`src/ninebit_cfg.svh`:
```
/*
 * Register offsets, reset values, field positions and timing counts of the
 * nine-bit multidrop controller.
 * Assumes byte-wide registers reached at their offsets over a plain port.
 */
`ifndef NINEBIT_CFG_SVH
`define NINEBIT_CFG_SVH

// Register offsets.
`define NB_OFS_CONFIG     8'hf2
`define NB_OFS_NODE       8'hf3
`define NB_OFS_MASK       8'hf4
`define NB_OFS_BCAST      8'hf5
`define NB_OFS_IRQ_CTRL   8'hf6
`define NB_OFS_IRQ_FLAG   8'hf7
`define NB_OFS_LOCAL      8'hfa

// Reset values.
`define NB_RST_CONFIG     8'h00
`define NB_RST_NODE       8'h00
`define NB_RST_MASK       8'hff
`define NB_RST_BCAST      8'hff
`define NB_RST_IRQ_TYPE   1'b1
`define NB_RST_IRQ_EN     1'b0

// Configuration register fields.
`define NB_RX_AUTO        7
`define NB_CMP_ONLY       6
`define NB_HOLD2          5
`define NB_POL            4
`define NB_TX_AUTO        3
`define NB_ADDR_STORE     2
`define NB_RS485          1
`define NB_ENABLE         0

// Interrupt control, flag and local register fields.
`define NB_IRQ_TYPE       1
`define NB_IRQ_EN         0
`define NB_FLAG_BIT       0
`define NB_TX_ADDR        0
`define NB_RX_CTRL        1
`define NB_IRQ_PULSE      2

// Bit time in clock cycles.
`define NB_CLKS_PER_BIT   16

`endif

```
`src/ninebit_pkg.sv`:
```
/*
 * Types shared by the nine-bit multidrop controller.
 * Assumes nothing of its surroundings.
 */
package ninebit_pkg;

   typedef enum logic [1:0] {TX_IDLE = 2'b00, TX_SHIFT = 2'b01, TX_HOLD = 2'b11} tx_state_t;
   typedef enum logic [1:0] {RX_IDLE = 2'b00, RX_START = 2'b01, RX_SHIFT = 2'b11} rx_state_t;

   // Register port request.
   typedef struct packed {
      logic [7:0] addr;
      logic [7:0] wdata;
      logic       wr;
      logic       rd;
   } reg_req_t;

   // Received byte handed to the receive store.
   typedef struct packed {
      logic       valid;
      logic       is_addr;
      logic [7:0] data;
   } rx_out_t;

   // Whole state of the controller.
   typedef struct packed {
      logic [7:0]  cfg;
      logic [7:0]  node;
      logic [7:0]  mask;
      logic [7:0]  bcast;
      logic        irq_type;
      logic        irq_en;
      logic        status;
      logic        tx_addr_flag;
      logic        rx_ctrl;
      logic        irq_pulse;
      tx_state_t   tx_state;
      logic [10:0] tx_sh;
      logic [3:0]  tx_bits;
      logic [3:0]  tx_last;
      logic [15:0] tx_cnt;
      logic        tx_mark;
      logic        tx_hold2;
      logic        tx_ready;
      logic        txd;
      logic        rts;
      rx_state_t   rx_state;
      logic [8:0]  rx_sh;
      logic [3:0]  rx_bits;
      logic [15:0] rx_cnt;
      rx_out_t     rx;
      logic        irq;
      logic [7:0]  rdata;
   } state_t;

endpackage : ninebit_pkg

```
`src/uart_ninebit_multidrop_ctrl.sv`:
```
/*
 * Nine-bit multidrop serial port: framer, address filter, RS-485 direction
 * control, address interrupt and its registers.
 * Assumes line and register inputs synchronous to clk_i and a bit rate of
 * CLKS_PER_BIT clock cycles.
 */
`include "ninebit_cfg.svh"

module uart_ninebit_multidrop_ctrl
   import ninebit_pkg::*;
#(
   parameter int unsigned CLKS_PER_BIT = `NB_CLKS_PER_BIT
)
(
   input  wire logic       clk_i,       // System clock, 125 MHz.
   input  wire logic       reset_i,     // Synchronous reset, active high.
   input  wire reg_req_t   reg_req_i,   // Register port request.
   output logic [7:0]      reg_rdata_o, // Read data, cycle after read strobe.
   input  wire logic       tx_valid_i,  // Byte offered for transmission.
   input  wire logic [7:0] tx_data_i,   // Byte to transmit.
   output logic            tx_ready_o,  // Transmitter takes a byte.
   input  wire logic       rxd_i,       // Serial line input.
   output logic            txd_o,       // Serial line output.
   output logic            rts_o,       // Line direction output.
   output rx_out_t         rx_o,        // Received byte, one-cycle valid.
   output logic            irq_o        // Nine-bit address interrupt.
);

   localparam logic [15:0] BIT_LAST   = 16'(CLKS_PER_BIT - 1);
   localparam logic [15:0] HALF_LAST  = 16'(CLKS_PER_BIT / 2 - 1);
   localparam logic [15:0] HOLD2_LAST = 16'(2 * CLKS_PER_BIT - 1);

   // Refuse bit times the counters cannot serve.
   if (CLKS_PER_BIT < 4 || CLKS_PER_BIT > 32767)
   begin : g_check
      $error("CLKS_PER_BIT out of range");
   end

   state_t      s;
   state_t      n;
   logic        nb;
   logic [7:0]  rx_byte;
   logic        rx_is_addr;
   logic        rx_done;
   logic        match;
   logic        ev;
   logic        deliver;
   logic [15:0] hold_len;

   // Outputs come straight from the state flip-flops.
   assign reg_rdata_o = s.rdata;
   assign tx_ready_o  = s.tx_ready;
   assign txd_o       = s.txd;
   assign rts_o       = s.rts;
   assign rx_o        = s.rx;
   assign irq_o       = s.irq;

   // Next-state logic of registers, transmitter, receiver and interrupt.
   always_comb
   begin
      n          = s;
      nb         = s.cfg[`NB_ENABLE];
      rx_byte    = nb ? s.rx_sh[7:0] : s.rx_sh[8:1];
      rx_is_addr = nb & s.rx_sh[8];
      rx_done    = 1'b0;
      ev         = 1'b0;
      deliver    = 1'b0;
      match      = (((rx_byte ^ s.node) & s.mask) == 8'h00) || (rx_byte == s.bcast);
      n.rdata    = 8'h00;
      n.rx.valid = 1'b0;

      // Register writes.
      if (reg_req_i.wr)
      begin
         case (reg_req_i.addr)
            `NB_OFS_CONFIG:   n.cfg = reg_req_i.wdata;
            `NB_OFS_NODE:     n.node = reg_req_i.wdata;
            `NB_OFS_MASK:     n.mask = reg_req_i.wdata;
            `NB_OFS_BCAST:    n.bcast = reg_req_i.wdata;
            `NB_OFS_IRQ_CTRL:
            begin
               n.irq_type = reg_req_i.wdata[`NB_IRQ_TYPE];
               n.irq_en   = reg_req_i.wdata[`NB_IRQ_EN];
            end
            `NB_OFS_IRQ_FLAG: n.status = reg_req_i.wdata[`NB_FLAG_BIT];
            `NB_OFS_LOCAL:
            begin
               n.tx_addr_flag = reg_req_i.wdata[`NB_TX_ADDR];
               n.rx_ctrl      = reg_req_i.wdata[`NB_RX_CTRL];
               n.irq_pulse    = reg_req_i.wdata[`NB_IRQ_PULSE];
            end
            default:;
         endcase
      end

      // Register reads; unmapped offsets read zero.
      if (reg_req_i.rd)
      begin
         case (reg_req_i.addr)
            `NB_OFS_CONFIG:   n.rdata = s.cfg;
            `NB_OFS_NODE:     n.rdata = s.node;
            `NB_OFS_MASK:     n.rdata = s.mask;
            `NB_OFS_BCAST:    n.rdata = s.bcast;
            `NB_OFS_IRQ_CTRL: n.rdata = {6'h00, s.irq_type, s.irq_en};
            `NB_OFS_IRQ_FLAG: n.rdata = {7'h00, s.status};
            `NB_OFS_LOCAL:    n.rdata = {5'h00, s.irq_pulse, s.rx_ctrl, s.tx_addr_flag};
            default:          n.rdata = 8'h00;
         endcase
      end

      // Transmitter: start, eight data bits, marker in nine-bit mode, stop.
      case (s.tx_state)
         TX_IDLE:
         begin
            n.txd = 1'b1;
            if (tx_valid_i && s.tx_ready)
            begin
               n.tx_sh    = {1'b1, nb ? s.tx_addr_flag : 1'b1, tx_data_i, 1'b0};
               n.tx_last  = nb ? 4'd10 : 4'd9;
               n.tx_mark  = nb & s.tx_addr_flag;
               n.tx_bits  = 4'd0;
               n.tx_cnt   = 16'h0000;
               n.txd      = 1'b0;
               n.tx_state = TX_SHIFT;
            end
         end
         TX_SHIFT:
         begin
            if (s.tx_cnt == BIT_LAST)
            begin
               n.tx_cnt = 16'h0000;
               if (s.tx_bits == s.tx_last)
               begin
                  n.txd      = 1'b1;
                  n.tx_hold2 = s.cfg[`NB_HOLD2];
                  n.tx_state = s.cfg[`NB_RS485] ? TX_HOLD : TX_IDLE;
                  if (s.tx_mark && s.cfg[`NB_TX_AUTO])
                  begin
                     n.tx_addr_flag = 1'b0;
                  end
               end
               else
               begin
                  n.tx_bits = s.tx_bits + 4'd1;
                  n.tx_sh   = {1'b1, s.tx_sh[10:1]};
                  n.txd     = s.tx_sh[1];
               end
            end
            else
            begin
               n.tx_cnt = s.tx_cnt + 16'h0001;
            end
         end
         TX_HOLD:
         begin
            // Keep the line driven after the stop bit before turning round.
            if (s.tx_cnt == (s.tx_hold2 ? HOLD2_LAST : BIT_LAST))
            begin
               n.tx_cnt   = 16'h0000;
               n.tx_state = TX_IDLE;
            end
            else
            begin
               n.tx_cnt = s.tx_cnt + 16'h0001;
            end
         end
         default: n.tx_state = TX_IDLE;
      endcase
      n.tx_ready = (n.tx_state == TX_IDLE);

      // Direction output: active while sending and holding in RS-485 mode.
      if (n.cfg[`NB_RS485])
      begin
         n.rts = (n.tx_state != TX_IDLE) ^ n.cfg[`NB_POL];
      end
      else
      begin
         n.rts = n.cfg[`NB_POL];
      end

      // Receiver: half-bit start check, then sample once per bit time.
      case (s.rx_state)
         RX_IDLE:
         begin
            if (!rxd_i)
            begin
               n.rx_cnt   = 16'h0000;
               n.rx_state = RX_START;
            end
         end
         RX_START:
         begin
            if (s.rx_cnt == HALF_LAST)
            begin
               n.rx_cnt   = 16'h0000;
               n.rx_bits  = 4'd0;
               n.rx_state = rxd_i ? RX_IDLE : RX_SHIFT;
            end
            else
            begin
               n.rx_cnt = s.rx_cnt + 16'h0001;
            end
         end
         RX_SHIFT:
         begin
            if (s.rx_cnt == BIT_LAST)
            begin
               n.rx_cnt = 16'h0000;
               if (s.rx_bits == (nb ? 4'd9 : 4'd8))
               begin
                  n.rx_state = RX_IDLE;
                  rx_done    = rxd_i;
               end
               else
               begin
                  n.rx_sh   = {rxd_i, s.rx_sh[8:1]};
                  n.rx_bits = s.rx_bits + 4'd1;
               end
            end
            else
            begin
               n.rx_cnt = s.rx_cnt + 16'h0001;
            end
         end
         default: n.rx_state = RX_IDLE;
      endcase

      // Address filtering of a completed frame.
      if (rx_done)
      begin
         if (!rx_is_addr)
         begin
            deliver = !nb || !s.cfg[`NB_RX_AUTO] || s.rx_ctrl;
         end
         else
         begin
            deliver = s.cfg[`NB_ADDR_STORE];
            ev      = s.irq_type ? match : 1'b1;
            if (s.cfg[`NB_RX_AUTO] && !s.cfg[`NB_CMP_ONLY])
            begin
               n.rx_ctrl = match;
            end
         end
      end
      n.rx.valid   = deliver;
      n.rx.is_addr = rx_done ? rx_is_addr : s.rx.is_addr;
      n.rx.data    = rx_done ? rx_byte : s.rx.data;

      // Status is sticky; a new event wins over a software clear.
      if (ev && s.irq_en)
      begin
         n.status = 1'b1;
      end
      if (n.irq_pulse)
      begin
         n.irq = ev && s.irq_en && n.irq_en;
      end
      else
      begin
         n.irq = n.status && n.irq_en;
      end
   end

   // State register with defaults under reset.
   always_ff @(posedge clk_i)
   begin
      if (reset_i)
      begin
         s          <= '0;
         s.cfg      <= `NB_RST_CONFIG;
         s.node     <= `NB_RST_NODE;
         s.mask     <= `NB_RST_MASK;
         s.bcast    <= `NB_RST_BCAST;
         s.irq_type <= `NB_RST_IRQ_TYPE;
         s.irq_en   <= `NB_RST_IRQ_EN;
         s.txd      <= 1'b1;
         s.tx_ready <= 1'b1;
      end
      else
      begin
         s <= n;
      end
   end

   // Cycles spent in the hold phase, watched by the hold-time check.
   always_ff @(posedge clk_i)
   begin
      if (reset_i || s.tx_state != TX_HOLD)
      begin
         hold_len <= 16'h0000;
      end
      else
      begin
         hold_len <= hold_len + 16'h0001;
      end
   end

   // Checks tying outputs and state to their causes.
   a_reset_defaults: assert property (@(posedge clk_i) reset_i |=>
      s.cfg == 8'h00 && s.mask == 8'hff && s.bcast == 8'hff && s.irq_type && !s.status && !s.irq_en)
      else $error("register defaults wrong after reset");
   a_marker_bit: assert property (@(posedge clk_i) disable iff (reset_i)
      s.tx_state == TX_SHIFT && s.tx_bits == 4'd9 |-> txd_o == (s.tx_last == 4'd10 ? s.tx_mark : 1'b1))
      else $error("marker bit position wrong");
   a_hold_time: assert property (@(posedge clk_i) disable iff (reset_i)
      s.tx_state == TX_HOLD && n.tx_state == TX_IDLE
      |-> hold_len == (s.tx_hold2 ? HOLD2_LAST : BIT_LAST))
      else $error("direction hold time wrong");
   a_rts_direction: assert property (@(posedge clk_i) disable iff (reset_i)
      s.tx_state == TX_SHIFT && s.cfg[`NB_RS485] && $stable(s.cfg) |-> rts_o == !s.cfg[`NB_POL])
      else $error("direction not driven while sending");
   a_addr_flag_clear: assert property (@(posedge clk_i) disable iff (reset_i)
      s.tx_state == TX_SHIFT && n.tx_state != TX_SHIFT && s.tx_mark && s.cfg[`NB_TX_AUTO]
      |=> !s.tx_addr_flag)
      else $error("address flag not cleared");
   a_rx_pass_all: assert property (@(posedge clk_i) disable iff (reset_i)
      rx_done && !s.cfg[`NB_RX_AUTO] && (!rx_is_addr || s.cfg[`NB_ADDR_STORE]) |=> rx_o.valid)
      else $error("byte not passed");
   a_addr_drop: assert property (@(posedge clk_i) disable iff (reset_i)
      rx_done && rx_is_addr && !s.cfg[`NB_ADDR_STORE] |=> !rx_o.valid)
      else $error("address byte not dropped");
   a_auto_update: assert property (@(posedge clk_i) disable iff (reset_i)
      rx_done && rx_is_addr && s.cfg[`NB_RX_AUTO] && !s.cfg[`NB_CMP_ONLY] |=> s.rx_ctrl == $past(match))
      else $error("receive control not updated");
   a_compare_only: assert property (@(posedge clk_i) disable iff (reset_i)
      rx_done && s.cfg[`NB_CMP_ONLY] && !reg_req_i.wr |=> $stable(s.rx_ctrl))
      else $error("receive control changed in compare-only");
   a_status_set: assert property (@(posedge clk_i) disable iff (reset_i)
      ev && s.irq_en |=> s.status ##1 (s.status || $past(reg_req_i.wr)))
      else $error("status not set on interrupt");
   a_irq_gate: assert property (@(posedge clk_i) disable iff (reset_i)
      !s.irq_en && !(reg_req_i.wr && reg_req_i.addr == `NB_OFS_IRQ_CTRL) |=> !irq_o)
      else $error("interrupt while disabled");
   a_node_write: assert property (@(posedge clk_i) disable iff (reset_i)
      reg_req_i.wr && reg_req_i.addr == `NB_OFS_NODE |=> s.node == $past(reg_req_i.wdata))
      else $error("node address write lost");
   a_mask_write: assert property (@(posedge clk_i) disable iff (reset_i)
      reg_req_i.wr && reg_req_i.addr == `NB_OFS_MASK |=> s.mask == $past(reg_req_i.wdata))
      else $error("mask write lost");
   a_bcast_write: assert property (@(posedge clk_i) disable iff (reset_i)
      reg_req_i.wr && reg_req_i.addr == `NB_OFS_BCAST |=> s.bcast == $past(reg_req_i.wdata))
      else $error("broadcast address write lost");
   a_rts_idle_level: assert property (@(posedge clk_i) disable iff (reset_i)
      !s.cfg[`NB_RS485] && $stable(s.cfg) |-> rts_o == s.cfg[`NB_POL])
      else $error("direction idle level wrong");
   a_matched_only: assert property (@(posedge clk_i) disable iff (reset_i)
      rx_done && rx_is_addr && s.irq_type && !match && !reg_req_i.wr |=> $stable(s.status))
      else $error("status set by unmatched address");
   a_irq_pulse_len: assert property (@(posedge clk_i) disable iff (reset_i)
      s.irq_pulse && irq_o && !reg_req_i.wr |=> !irq_o)
      else $error("interrupt pulse longer than one cycle");

endmodule : uart_ninebit_multidrop_ctrl

```
`config.mk`:
```
export PLATFORM = sky130hd
export DESIGN_NAME = uart_ninebit_multidrop_ctrl
export DESIGN_NICKNAME = d
export VERILOG_FILES = /design/src/ninebit_pkg.sv /design/src/uart_ninebit_multidrop_ctrl.sv
export VERILOG_INCLUDE_DIRS = /design/src /design/src/src
export SDC_FILE = /design/constraint.sdc
export NUM_CORES = 1
export LEC_CHECK = 0
export BUFFER_PORTS_ARGS = -buffer_cell sky130_fd_sc_hd__buf_2
export CAP_MARGIN = 10
export CORE_MARGIN = 2
export CORE_UTILIZATION = 30
export CTS_CLUSTER_SIZE = 30
export DETAILED_ROUTE_END_ITERATION = 8
export PLACE_DENSITY = 0.58
export SETUP_SLACK_MARGIN = 0.1
export SLEW_MARGIN = 15
export SYNTH_ARGS = -nofsm -noshare
export SYNTH_HDL_FRONTEND = slang
export SYNTH_SLANG_ARGS = --single-unit
```
`constraint.sdc`:
```
create_clock -name clk_i -period 2.35 [get_ports clk_i]
set_input_delay 0.47 -clock clk_i [delete_from_list [all_inputs] [get_ports clk_i]]
set_output_delay 0.47 -clock clk_i [all_outputs]
set_load 0.05 [all_outputs]
```
==> metrics.md, run 1 <==
| Metric | Value |
|---|---|
| Status | `finished clean` |
| Die H | `around 150 um` |
| R2r worst-path depth | `7` |
| Reg clk slew, reported paths | `60 ps` |
| Largest net degree at the start of global routing | `44` |
| Post-CTS Setup Repair Bufs | `0` |
| Worst slew margin relative to its limit | `about 52%` |
| Critical Path Max Stage Delay | `about 400 ps` |
| Final hold vios | `0` |
| Post-DRT Antenna Nets | `0` |
| CP Data Required Time | `roughly 2700 ps` |
| Clock sink count | `between 100 and 150` |
| Total Power | `~5.5 mW` |
| LEAKAGE | `roughly 2.8 nW` |
| End of the worst register-to-register path | `irq_o$_SDFF_PP0_` |
| Final setup viols | `0` |
| Crit-path cells | `buf_12, mux2i_1, xnor2_1, a22oi_1, nand4_1, a31o_1, a21boi_1` |
| Final wirelength | `15.1 mm` |
| Root Buffer | `clkbuf_16` |
| Initial Utilization | `between 30% and 40%` |
| Total power per unit cell area | `around 750 nW/um^2` |
| Die area | `21900 um^2` |
| Hold_ws | `308 ps` |
| Number of library cell types mapped by synthesis | `65` |
| CP arrival | `about 2400 ps` |
| Synthesis-stage register bit count | `around 130` |
| Vias per inst | `a little over 5` |
| Final design utilization | `between 30% and 40%` |
| # rows | `52` |
| Count of flip-flops with a built-in enable after synthesis | `0` |
| WP depth | `7` |
| Fillers | `about 2100` |
| Slew @ Worst Pin | `just over 700 ps` |
| Via count | `5181` |
| Routability cong. | `between 0.8 and 0.9` |
| Tcrit/Tclk final | `88.1%` |
| Worst hold path class | `in -> reg` |
| Most frequent cells in the layout | `128 x dfxtp_1, 98 x nor2_1, 66 x nand2_1` |
| Vias in the first global route | `4668` |
| Area grow syn2layout | `17.0%` |
| Period minus WS final | `~2100 ps` |
| H-Tree Depth | `4` |
| CTS Buf Count | `17` |
| CP max-delay cell | `dfxtp_1` |
| Port bufs | `approximately 50` |
| Max-cap viol count | `0` |
| GRT Resource Usage Total | `approximately 14%` |
| Synth Instances | `709` |
| Flop2flop setup slack | `around 280 ps` |
| Critical Path End Type | `flip-flop` |
| Setup_tns | `0 ps` |
| Grt ovf | `0` |
| Fin. max-slew vios | `0` |
| Crit Path Max Fanout | `15` |
| Initial DRC count | `392` |
| Worst skew pair latency | `around 420 ps` |
| Worst path top cell family by delay | `compound AO/OA/AOI/OAI gates` |
| Final Skew | `around 11 ps` |
| CP Class | `reg -> reg` |
| Synth warn | `0` |
| Area of the mapped netlist | `about 6200 um^2` |
| Die W | `roughly 150 um` |
| HPWL Detailed | `10.7 mm` |
| Layout cells sized above 1 | `roughly 18%` |
| Worst Setup SP | `nb$_SDFFE_PP0P_` |
| First-pass GRT wire length | `24.7 mm` |
| Final Net Count | `between 700 and 800` |
| Crit path launch type | `flip-flop` |
| Achievable Freq | `0.483 GHz` |
| Mean Syn Cell Area | `8.78 um^2` |
| Fraction of registers with async set/reset | `0%` |
| DRT Pass-1 Iters | `8` |
| RSZ-0062 raised after global routing | `false` |
| Io pins | `52` |
| Peak supply drop | `0.000525 V` |
| Worst setup endpoint | `irq_o$_SDFF_PP0_` |
| Most common cell after layout, fill and taps aside | `dfxtp_1` |
| Synth Flop Type | `dfxtp_1` |
| Area of the multi-input gates | `between 3000 and 4000 um^2` |
| Register area | `between 2000 and 3000 um^2` |
| Crit path buf inv count | `1` |
| Core area | `a little over 20000 um^2` |
| Worst reg2reg startpoint | `nb$_SDFFE_PP0P_` |
| Ant. Diodes | `0` |
| Antenna violations before repair | `0` |
| Post-route DRC | `0` |
| Per-cell routed wire length | `around 15 um` |
| Worst setup margin | `around 280 ps` |
| Max Root-Sink Buffers | `2` |
| CTS tree | `built` |
| Post-Place Worst Slack | `roughly 270 ps` |
| Register area share after synthesis | `approximately two fifths` |
| Synthesized net count | `roughly 740` |
worst register-to-register path, cell delays in order, from the launching register on:
cell and delay [ps]:
dfxtp_1 400, buf_12 190, mux2i_1 390, xnor2_1 130
a22oi_1 250, nand4_1 180, a31o_1 300, a21boi_1 150
cell type report:
type,instances,area share (%)
Clock buffer,23,6.43
Clock inverter,9,1.82
Inverter,9,0.464
Multi-Input combinational cell,516,45.3
Sequential cell,128,35.2
Tap cell,270,4.64
Timing Repair Buffer,75,6.15
where the power goes:
group,internal [mW],switching (mW),leakage (nW),total (mW)
Clock,1.72,0.957,0.287,2.68
Sequential,2.25,0.0558,1.04,2.30
Combinational,0.182,0.324,1.44,0.506
Total,4.15,1.34,2.76,5.49
worst min-delay path by stage:
| stage | startpoint | depth (start not counted) | slack (ps) | end |
|---|---|---|---|---|
| 2_1_floorplan | s[54]$_SDFFE_PP0P_ | 2 | 430 | s[54]$_SDFFE_PP0P_ |
| 3_3_place_gp | s[54]$_SDFFE_PP0P_ | 2 | 460 | s[54]$_SDFFE_PP0P_ |
| 3_5_place_dp | s[54]$_SDFFE_PP0P_ | 2 | 460 | s[54]$_SDFFE_PP0P_ |
| 4_1_cts | tx_data_i[1] | 3 | 300 | s[81]$_SDFFE_PP0P_ |
| 5_1_grt | tx_data_i[6] | 3 | 310 | s[86]$_SDFFE_PP0P_ |
| 6_report | tx_data_i[1] | 3 | 310 | s[81]$_SDFFE_PP0P_ |
sequential cells by signal (all words and copies together) (netlist names):
signal and flops:
irq_o 1, nb 1, reg_rdata_o 8, rts_o 1, rx_o 10, s 105, tx_ready_o 1, txd_o 1
per-stage QoR:
stage                     std cells  area [um^2]
after floorplan                 709         6220
after global placement          998         6680
after detailed placement        998         6680
after CTS                      1030         7280
after global routing           1030         7280
final                          1030         7280
repair_timing:
action,in CTS,in global routing
hold buffers,0,0
endpoints found under the setup margin,0,2
resized for setup,0,2
cell usage after synthesis, types with 12 or more instances:
master	n	area share, %
buf_2	13	1.0
o21ai_0	33	2.7
xor2_1	12	1.7
buf_4	20	2.4
a211oi_1	12	1.4
nand3_1	35	2.8
nand4_1	13	1.3
xnor2_1	19	2.7
a31oi_1	13	1.3
clkbuf_1	15	0.90
nor2_1	98	5.9
nand2_1	66	4.0
mux2i_1	49	7.9
dfxtp_1	128	41
a21oi_1	27	2.2
cell families (layout without fill, tap and decap cells):
| kind of cell | count (synthesis) | after routing | synth area share [%] |
|---|---|---|---|
| xor+xnor | 31 | 31 | 4.36 |
| simple gates | 278 | 278 | 22.1 |
| flops | 128 | 128 | 41.2 |
| mux | 60 | 60 | 10.3 |
| compound gates | 143 | 143 | 15.4 |
| fa+ha+maj | 4 | 4 | 0.804 |
| buf+inv | 65 | 116 | 5.87 |
layer usage:
metal	vias up	GRT usage, %	share of wire, %
li1	2620	-	-
met4	0	4.43	1.3
met1	2437	20.3	51
met5	-	0	0
met3	16	3.73	4.7
met2	108	20.7	43
Note: power is estimated with default switching activity, not from simulation.
==> run 2: changes to the inputs <==
--- a/config.mk
+++ b/config.mk
@@ -12,9 +12,9 @@
 export CORE_UTILIZATION = 30
 export CTS_CLUSTER_SIZE = 30
 export DETAILED_ROUTE_END_ITERATION = 8
-export PLACE_DENSITY = 0.58
-export SETUP_SLACK_MARGIN = 0.1
+export SETUP_SLACK_MARGIN = 0.5
 export SLEW_MARGIN = 15
 export SYNTH_ARGS = -nofsm -noshare
 export SYNTH_HDL_FRONTEND = slang
 export SYNTH_SLANG_ARGS = --single-unit
+export TNS_END_PERCENT = 50
==> run 2 against run 1 <==
  * Wire length rose by 4.1%
  * Worst hold slack barely moved
  * Clock power fell by 2%
  * Non-clock buffer count rose by 18
  * Global-route usage rose by 0.30 points
  * Critical path depth did not move
  * Cell area rose by 6.3%
  * Final cell count rose by 1.8%
  * Sequential share of layout area fell by 1.6 points
  * Combinational power rose by 9.5%
  * Power fell by 0.15%
==> metrics.md, run 2 (synthesized netlist as in run 1, its figures left out) <==
| Metric | Value |
|---|---|
| Ant. Diodes | `0 (unchanged)` |
| Worst reg2reg startpoint | `s[31]$_SDFFE_PP0P_` |
| Post-DRT Antenna Nets | `0 (unchanged)` |
| Reg clk slew, reported paths | `60 ps (about the same)` |
| Io pins | `52 (unchanged)` |
| Endpoint, Worst Hold | `s[83]$_SDFFE_PP0P_` |
| Total Power | `5.48 mW (-0.15%)` |
| Peak supply drop | `0.000521 V (-0.88%)` |
| Max Root-Sink Buffers | `2 (unchanged)` |
| Slew @ Worst Pin | `561 ps (-152 ps)` |
| CP max-delay cell | `dfxtp_4` |
| DRT Pass-1 Iters | `7 (-1)` |
| Final hold vios | `0 (unchanged)` |
| Fin area | `7740 um^2 (+6.3%)` |
| Largest net degree at the start of global routing | `45 (+2.3%)` |
| Vias in the first global route | `4987 (+6.8%)` |
| Vias per inst | `5.09 (+1.2%)` |
| Crit Path Max Fanout | `5 (-10)` |
| Core area | `20300 um^2 (unchanged)` |
| CP Data Required Time | `2630 ps (-70 ps)` |
| H-Tree Depth | `4 (unchanged)` |
| Die W | `148 um (unchanged)` |
| Worst slew margin relative to its limit | `62.5% (+10 points)` |
| Final setup viols | `0 (unchanged)` |
| First-pass GRT wire length | `25.5 mm (+3.1%)` |
| Via count | `5342 (+3.1%)` |
| Register area | `2600 um^2 (+1.5%)` |
| Port bufs | `51 (unchanged)` |
| Worst skew pair latency | `420 ps (about the same)` |
| Fillers | `2059 (-2.7%)` |
| Largest Register | `s` |
| End of the worst register-to-register path | `s[38]$_SDFFE_PP0P_` |
| Area grow syn2layout | `24.4%` |
| CP Class | `reg -> reg` |
| Final Net Count | `800 (+2.4%)` |
| Post-route DRC | `0 (unchanged)` |
| Most common cell after layout, fill and taps aside | `dfxtp_1` |
| Root Buffer | `clkbuf_16` |
| Period minus WS final | `1890 ps (-184 ps)` |
| Final wirelength | `15.8 mm (+4.1%)` |
| Total power per unit cell area | `708 nW/um^2 (-6.0%)` |
| Crit path launch type | `flip-flop` |
| LEAKAGE | `2.92 nW (+5.8%)` |
| Antenna violations before repair | `0 (unchanged)` |
| Critical Path End Type | `flip-flop` |
| Critical Path Max Stage Delay | `360 ps (-40 ps)` |
| Final Skew | `9.38 ps (-1.41 ps)` |
| Final design utilization | `38.1% (+2.2 points)` |
| Die H | `148 um (unchanged)` |
| Per-cell routed wire length | `15.0 um (+2.2%)` |
| Layout cells sized above 1 | `25.8% (+8.3 points)` |
| Initial DRC count | `374 (-4.6%)` |
| Most frequent cells in the layout | `110 x dfxtp_1, 98 x nor2_1, 66 x nand2_1` |
| Post-CTS Hold Buffers | `0 (unchanged)` |
| Initial Utilization | `30.7% (unchanged)` |
| Worst hold path class | `in -> reg` |
| Tcrit/Tclk final | `80.3% (-7.8 points)` |
| Number of flip-flops in the largest register | `105 (unchanged)` |
| Fin. max-slew vios | `0 (unchanged)` |
| GRT Resource Usage Total | `14.4% (+0.30 points)` |
| Die area | `21900 um^2 (unchanged)` |
| RSZ-0062 raised after global routing | `true` |
| Max-cap viol count | `0 (unchanged)` |
| R2r worst-path depth | `7 (unchanged)` |
| Crit-path cells | `nor4_4, buf_4, nand4_1, o21ai_2, nand3b_1, a221oi_2, nor2_1` |
| Hold Crit Start | `tx_data_i[3]` |
| Cells on Worst Hold Path | `3 (unchanged)` |
| Routability cong. | `0.812 (-0.66%)` |
| HPWL Detailed | `10.6 mm (-0.95%)` |
| CTS tree | `built` |
| Grt ovf | `0 (unchanged)` |
| CTS Buf Count | `17 (unchanged)` |
| Flop2flop setup slack | `460 ps (+180 ps)` |
| Achievable Freq | `0.530 GHz (+9.8%)` |
| # rows | `52 (unchanged)` |
| CP arrival | `2170 ps (-250 ps)` |
| Setup_tns | `0 ps (unchanged)` |
| Status | `finished clean` |
| Clock sink count | `128 (unchanged)` |
| Dpl cell area | `6680 um^2 (about the same)` |
| Area of the multi-input gates | `3560 um^2 (+8.0%)` |
[run 2: area by class of cell]
| type | count | share of cell area, % |
|---|---|---|
| multi-input cells | 517 | 46.0 |
| flip-flops and latches | 128 | 33.6 |
| repair buffers | 93 | 7.95 |
| clock buffers | 17 | 5.50 |
| well taps | 270 | 4.37 |
| clock inverters | 15 | 2.12 |
| inverters | 9 | 0.437 |
[run 2: metal layers]
layer | routed length [um] | global-route usage, % | vias up
li1 | - | - | 2674
met1 | 7660 | 20.0 | 2556
met2 | 7260 | 22.1 | 104
met3 | 684 | 3.83 | 8
met4 | 147 | 4.29 | 0
met5 | 0 | 0 | -
[run 2: timing repair]
| item | CTS | global route |
|---|---|---|
| resized for setup | 39 | 34 |
| cloned | 1 | 1 |
| endpoints found under the setup margin | 57 | 45 |
| buffers inserted | 11 | 7 |
| pin swaps | 8 | 15 |
[run 2: how the worst max path moves through the flow]
stage	start	to	cells after the start
floorplan	reg_req_i[13]	s[100]$_SDFFE_PP1P_	8
global placement	s[55]$_SDFFE_PP0P_	rts_o$_SDFF_PP0_	7
detailed placement	reg_req_i[16]	s[104]$_SDFFE_PP1P_	7
CTS	s[55]$_SDFFE_PP0P_	rts_o$_SDFF_PP0_	7
global route	s[28]$_SDFFE_PP0P_	s[38]$_SDFFE_PP0P_	7
finish	s[31]$_SDFFE_PP0P_	s[38]$_SDFFE_PP0P_	7
[run 2: power by group]
group          internal, mW  leakage (nW)  total [mW]  switching, mW
combinational         0.211          1.59       0.554          0.343
clock                  1.57         0.284        2.62           1.05
sequential             2.24          1.05        2.31         0.0635
total                  4.03          2.92        5.48           1.45
[run 2: critical path: cells and delay by family (launching register included)]
kind,cells,cell delay [ps]
buf+inv,1,160
simple gates,4,730
compound gates,2,510
flops,1,360
[run 2: metrics by stage]
stage	setup WS, ps	instances	hold slack (ps)
after CTS	488	1041	298
after detailed placement	275	997	452
after global placement	287	997	444
after floorplan	438	709	432
final	464	1049	308
after global routing	309	1049	316
==> run 3: changes to the inputs <==
--- a/config.mk
+++ b/config.mk
@@ -6,6 +6,7 @@
 export SDC_FILE = /design/constraint.sdc
 export NUM_CORES = 1
 export LEC_CHECK = 0
+export ABC_AREA = 1
 export BUFFER_PORTS_ARGS = -buffer_cell sky130_fd_sc_hd__buf_2
 export CAP_MARGIN = 10
 export CORE_MARGIN = 2
==> constraint.sdc (replaced) <==
create_clock -name clk_i -period 1.8 [get_ports clk_i]
set_input_delay 0.36 -clock clk_i [delete_from_list [all_inputs] [get_ports clk_i]]
set_output_delay 0.36 -clock clk_i [all_outputs]
set_load 0.05 [all_outputs]
==> run 3 against run 2 <==
  * Power grew 42%
  * Final cell count grew 32%
  * Die area grew 6.0%
  * Worst hold slack lost 96 ps
  * Clock skew shrank 2.9 ps
  * Register-to-register slack lost 300 ps
  * Utilization grew 3.8 points
  * Cell area grew 18%
  * Fmax grew 16%
  * Non-clock buffer count grew 38
  * Combinational power grew 120%
  * Highest routed layer unchanged
==> metrics.md, run 3 <==
| Metric | Value |
|---|---|
| # rows | `54 (+3.8%)` |
| Critical Path End Type | `flip-flop` |
| Synthesis-stage register bit count | `128 (unchanged)` |
| Register area share after synthesis | `38.8% (-2.4 points)` |
| Synth Flop Type | `dfxtp_1` |
| Layout cells sized above 1 | `32.2% (+6.4 points)` |
| Max-cap viol count | `0 (unchanged)` |
| Sw frac | `26.2% (-0.38 points)` |
| Initial DRC count | `364 (-2.7%)` |
| CTS Buf Count | `17 (unchanged)` |
| WP depth | `11 (+4)` |
| Count of flip-flops with a built-in enable after synthesis | `0 (unchanged)` |
| Largest net degree at the start of global routing | `59 (+31%)` |
| CP Class | `reg -> reg` |
| Area grow syn2layout | `37.7%` |
| Logic pwr share | `15.8% (+5.7 points)` |
| Slew @ Worst Pin | `518 ps (-43.4 ps)` |
| Fin cells | `1384 (+32%)` |
| Synth Instances | `986 (+39%)` |
| Root Buffer | `clkbuf_16` |
| Hold_ws | `212 ps (-96.4 ps)` |
| Total power per unit cell area | `853 nW/um^2 (+20%)` |
| Largest Register | `s` |
| Status | `finished clean` |
| Post-DRT Antenna Nets | `0 (unchanged)` |
| Crit path launch type | `flip-flop` |
| Final wirelength | `19.6 mm (+24%)` |
| Achievable Freq | `0.613 GHz (+16%)` |
| Yosys top cell area share | `38.8% (-2.4 points)` |
| Routability cong. | `0.855 (+5.3%)` |
| Register share of total power | `38.1% (-4.0 points)` |
| Tcrit/Tclk final | `90.7% (+10 points)` |
| Number of flip-flops in the largest register | `105 (unchanged)` |
| Clock sink count | `128 (unchanged)` |
| Vias in the first global route | `6225 (+25%)` |
| Fin area | `9100 um^2 (+18%)` |
| Worst slew margin relative to its limit | `65.2% (+2.7 points)` |
| Crit Path Max Fanout | `5 (unchanged)` |
| Worst hold path class | `in -> reg` |
| Initial Utilization | `30.5% (-0.20 points)` |
| Mean Syn Cell Area | `6.70 um^2 (-24%)` |
| Flop2flop setup slack | `170 ps (-300 ps)` |
| Io pins | `52 (unchanged)` |
| Die area | `23200 um^2 (+6.0%)` |
| GRT Resource Usage Total | `16.3% (+1.8 points)` |
| Worst Setup SP | `s[20]$_SDFFE_PP0P_` |
| HPWL Detailed | `13.1 mm (+23%)` |
| Via count | `6705 (+26%)` |
| Int Pwr | `5.73 mW (+42%)` |
| Final setup viols | `0 (unchanged)` |
| Area of the mapped netlist | `6610 um^2 (+6.2%)` |
| Core area | `21700 um^2 (+6.8%)` |
| Worst setup endpoint | `irq_o$_SDFF_PP0_` |
| RSZ-0062 raised after global routing | `true` |
| CP arrival | `1980 ps (-190 ps)` |
| Crit-path cells | `ha_4, nand2_4, inv_2, nand2_2, nor2_2, nand2_2, nor2_4, nand3_2, nor2_1, nand2_1, a21oi_1` |
| End of the worst register-to-register path | `irq_o$_SDFF_PP0_` |
| Placed cells | `1311 (+31%)` |
| Post-route DRC | `0 (unchanged)` |
| Most common cell after layout, fill and taps aside | `nand2_1` |
| Worst path top cell family by delay | `simple AND/OR/NAND/NOR gates` |
| Crit path buf inv count | `1 (unchanged)` |
| Peak supply drop | `0.000481 V (-7.7%)` |
| CTS tree | `built` |
| Reg clk slew, reported paths | `60 ps (about the same)` |
| R2r worst-path depth | `11 (+4)` |
| Most frequent cells in the layout | `211 x nand2_1, 108 x dfxtp_1, 86 x inv_1` |
| Critical Path Max Stage Delay | `360 ps (about the same)` |
| Final design utilization | `41.9% (+3.8 points)` |
| Max Root-Sink Buffers | `2 (unchanged)` |
| Synthesized net count | `1020 (+37%)` |
| Vias per inst | `4.84 (-4.9%)` |
| Die W | `152 um (+2.9%)` |
| P_sw | `2.03 mW (+40%)` |
| Final Net Count | `1126 (+41%)` |
| Port bufs | `51 (unchanged)` |
| Clock power frac | `46.1% (-1.7 points)` |
| Final hold vios | `0 (unchanged)` |
| Die H | `152 um (+2.9%)` |
| Post-CTS Hold Buffers | `0 (unchanged)` |
| Worst reg2reg startpoint | `s[20]$_SDFFE_PP0P_` |
| Dpl cell area | `7440 um^2 (+11%)` |
| Top cells by area, synth | `dfxtp_1 39%, nand2_1 15%, inv_1 6.4%, nand3_1 5.8%, nor2_1 5.8%` |
| Grt ovf | `0 (unchanged)` |
| H-Tree Depth | `4 (unchanged)` |
| Per-cell routed wire length | `14.2 um (-5.7%)` |
| Final Skew | `6.49 ps (-2.89 ps)` |
| Most frequent cells after synthesis | `267 x nand2_1, 128 x dfxtp_1, 113 x inv_1, 102 x nor2_1, 77 x nand3_1` |
| Setup_tns | `0 ps (unchanged)` |
| LEAKAGE | `3.94 nW (+35%)` |
| Count leader, synth | `nand2_1` |
| DRT Pass-1 Iters | `5 (-2)` |
| Fraction of registers with async set/reset | `0% (unchanged)` |
| Antenna violations before repair | `0 (unchanged)` |
| First-pass GRT wire length | `30.9 mm (+21%)` |
| Cell mode on critical path | `nand2_2` |
| Yosys top cell by area | `dfxtp_1` |
| CP max-delay cell | `dfxtp_4` |
| Ant. Diodes | `0 (unchanged)` |
| Synth warn | `0 (unchanged)` |
| Period minus WS final | `1630 ps (-254 ps)` |
| Fin. max-slew vios | `0 (unchanged)` |
| Number of library cell types mapped by synthesis | `40 (-38%)` |
| Worst skew pair latency | `420 ps (about the same)` |
| CP Data Required Time | `2150 ps (-480 ps)` |
-- run 3: cell types whose count changed after synthesis, moves of 13 or more --
cell	change
a21oi_1	+47
a31oi_1	-13
inv_1	+105
mux2i_1	-49
nand2_1	+201
nand3_1	+42
o211ai_1	+15
o21ai_0	+24
xnor2_1	-17
-- run 3: metrics by stage --
step	setup slack, ps	total power [mW]
2_1_floorplan	303	3.51
4_1_cts	211	7.57
5_1_grt	83.8	8.06
6_report	168	7.76
3_3_place_gp	56.9	3.74
3_5_place_dp	55.3	3.74
-- run 3: what timing repair did --
action,CTS,global route
setup buffers,18,18
endpoints found under the hold margin,0,0
endpoints found under the setup margin,103,126
resized for setup,103,118
pin swaps,27,51
cloned,5,1
-- run 3: cell families (layout without fill, tap and decap cells) --
| kind of cell | after synthesis | count (layout) | share of synthesized area [%] |
|---|---|---|---|
| simple gates | 507 | 510 | 33.2 |
| fa+ha+maj | 4 | 4 | 0.758 |
| buf+inv | 162 | 277 | 10.8 |
| compound gates | 173 | 173 | 14.8 |
| flops | 128 | 128 | 38.8 |
| xor+xnor | 12 | 12 | 1.71 |
-- run 3: routing by layer --
metal,GRT usage [%],wire length [um]
met5,0,0
met4,4.45,228
met3,4.01,979
met2,27.0,9430
met1,21.2,8960
-- run 3: power by group through the flow --
stage / sequential (mW) / combinational [mW] / clock (mW)
finish: 2.96 / 1.23 / 3.57
global route: 2.97 / 1.33 / 3.77
CTS: 2.96 / 0.975 / 3.64
detailed placement: 3.02 / 0.724 / 0
global placement: 3.02 / 0.724 / 0
floorplan: 3.03 / 0.478 / 0
-- run 3: worst min path at each step --
stage | start | end | slack (ps) | cells past startpoint
3_3_place_gp | s[89]$_SDFFE_PP0P_ | s[89]$_SDFFE_PP0P_ | 450 | 1
6_report | reg_req_i[2] | s[98]$_SDFFE_PP1P_ | 210 | 3
5_1_grt | reg_req_i[2] | s[98]$_SDFFE_PP1P_ | 210 | 3
3_5_place_dp | s[85]$_SDFFE_PP0P_ | s[85]$_SDFFE_PP0P_ | 460 | 2
4_1_cts | reg_req_i[2] | s[98]$_SDFFE_PP1P_ | 200 | 3
2_1_floorplan | s[54]$_SDFFE_PP0P_ | s[54]$_SDFFE_PP0P_ | 440 | 1
-- run 3: area by class of cell --
class / count / area (um^2)
Fill cell: 2192 / 12600
Multi-Input combinational cell: 699 / 4090
Sequential cell: 128 / 2600
Timing Repair Buffer: 131 / 980
Clock buffer: 26 / 509
Inverter: 114 / 453
Tap cell: 280 / 350
Clock inverter: 5 / 100
Timing Repair inverter: 1 / 16.3
-- run 3: worst reg2reg max path, stage by stage, from the launching register on --
cell and delay (ps):
dfxtp_4 360, ha_4 140, nand2_4 60, inv_2 60, nand2_2 60, nor2_2 90, nand2_2 90, nor2_4 220
nand3_2 150, nor2_1 120, nand2_1 80, a21oi_1 150
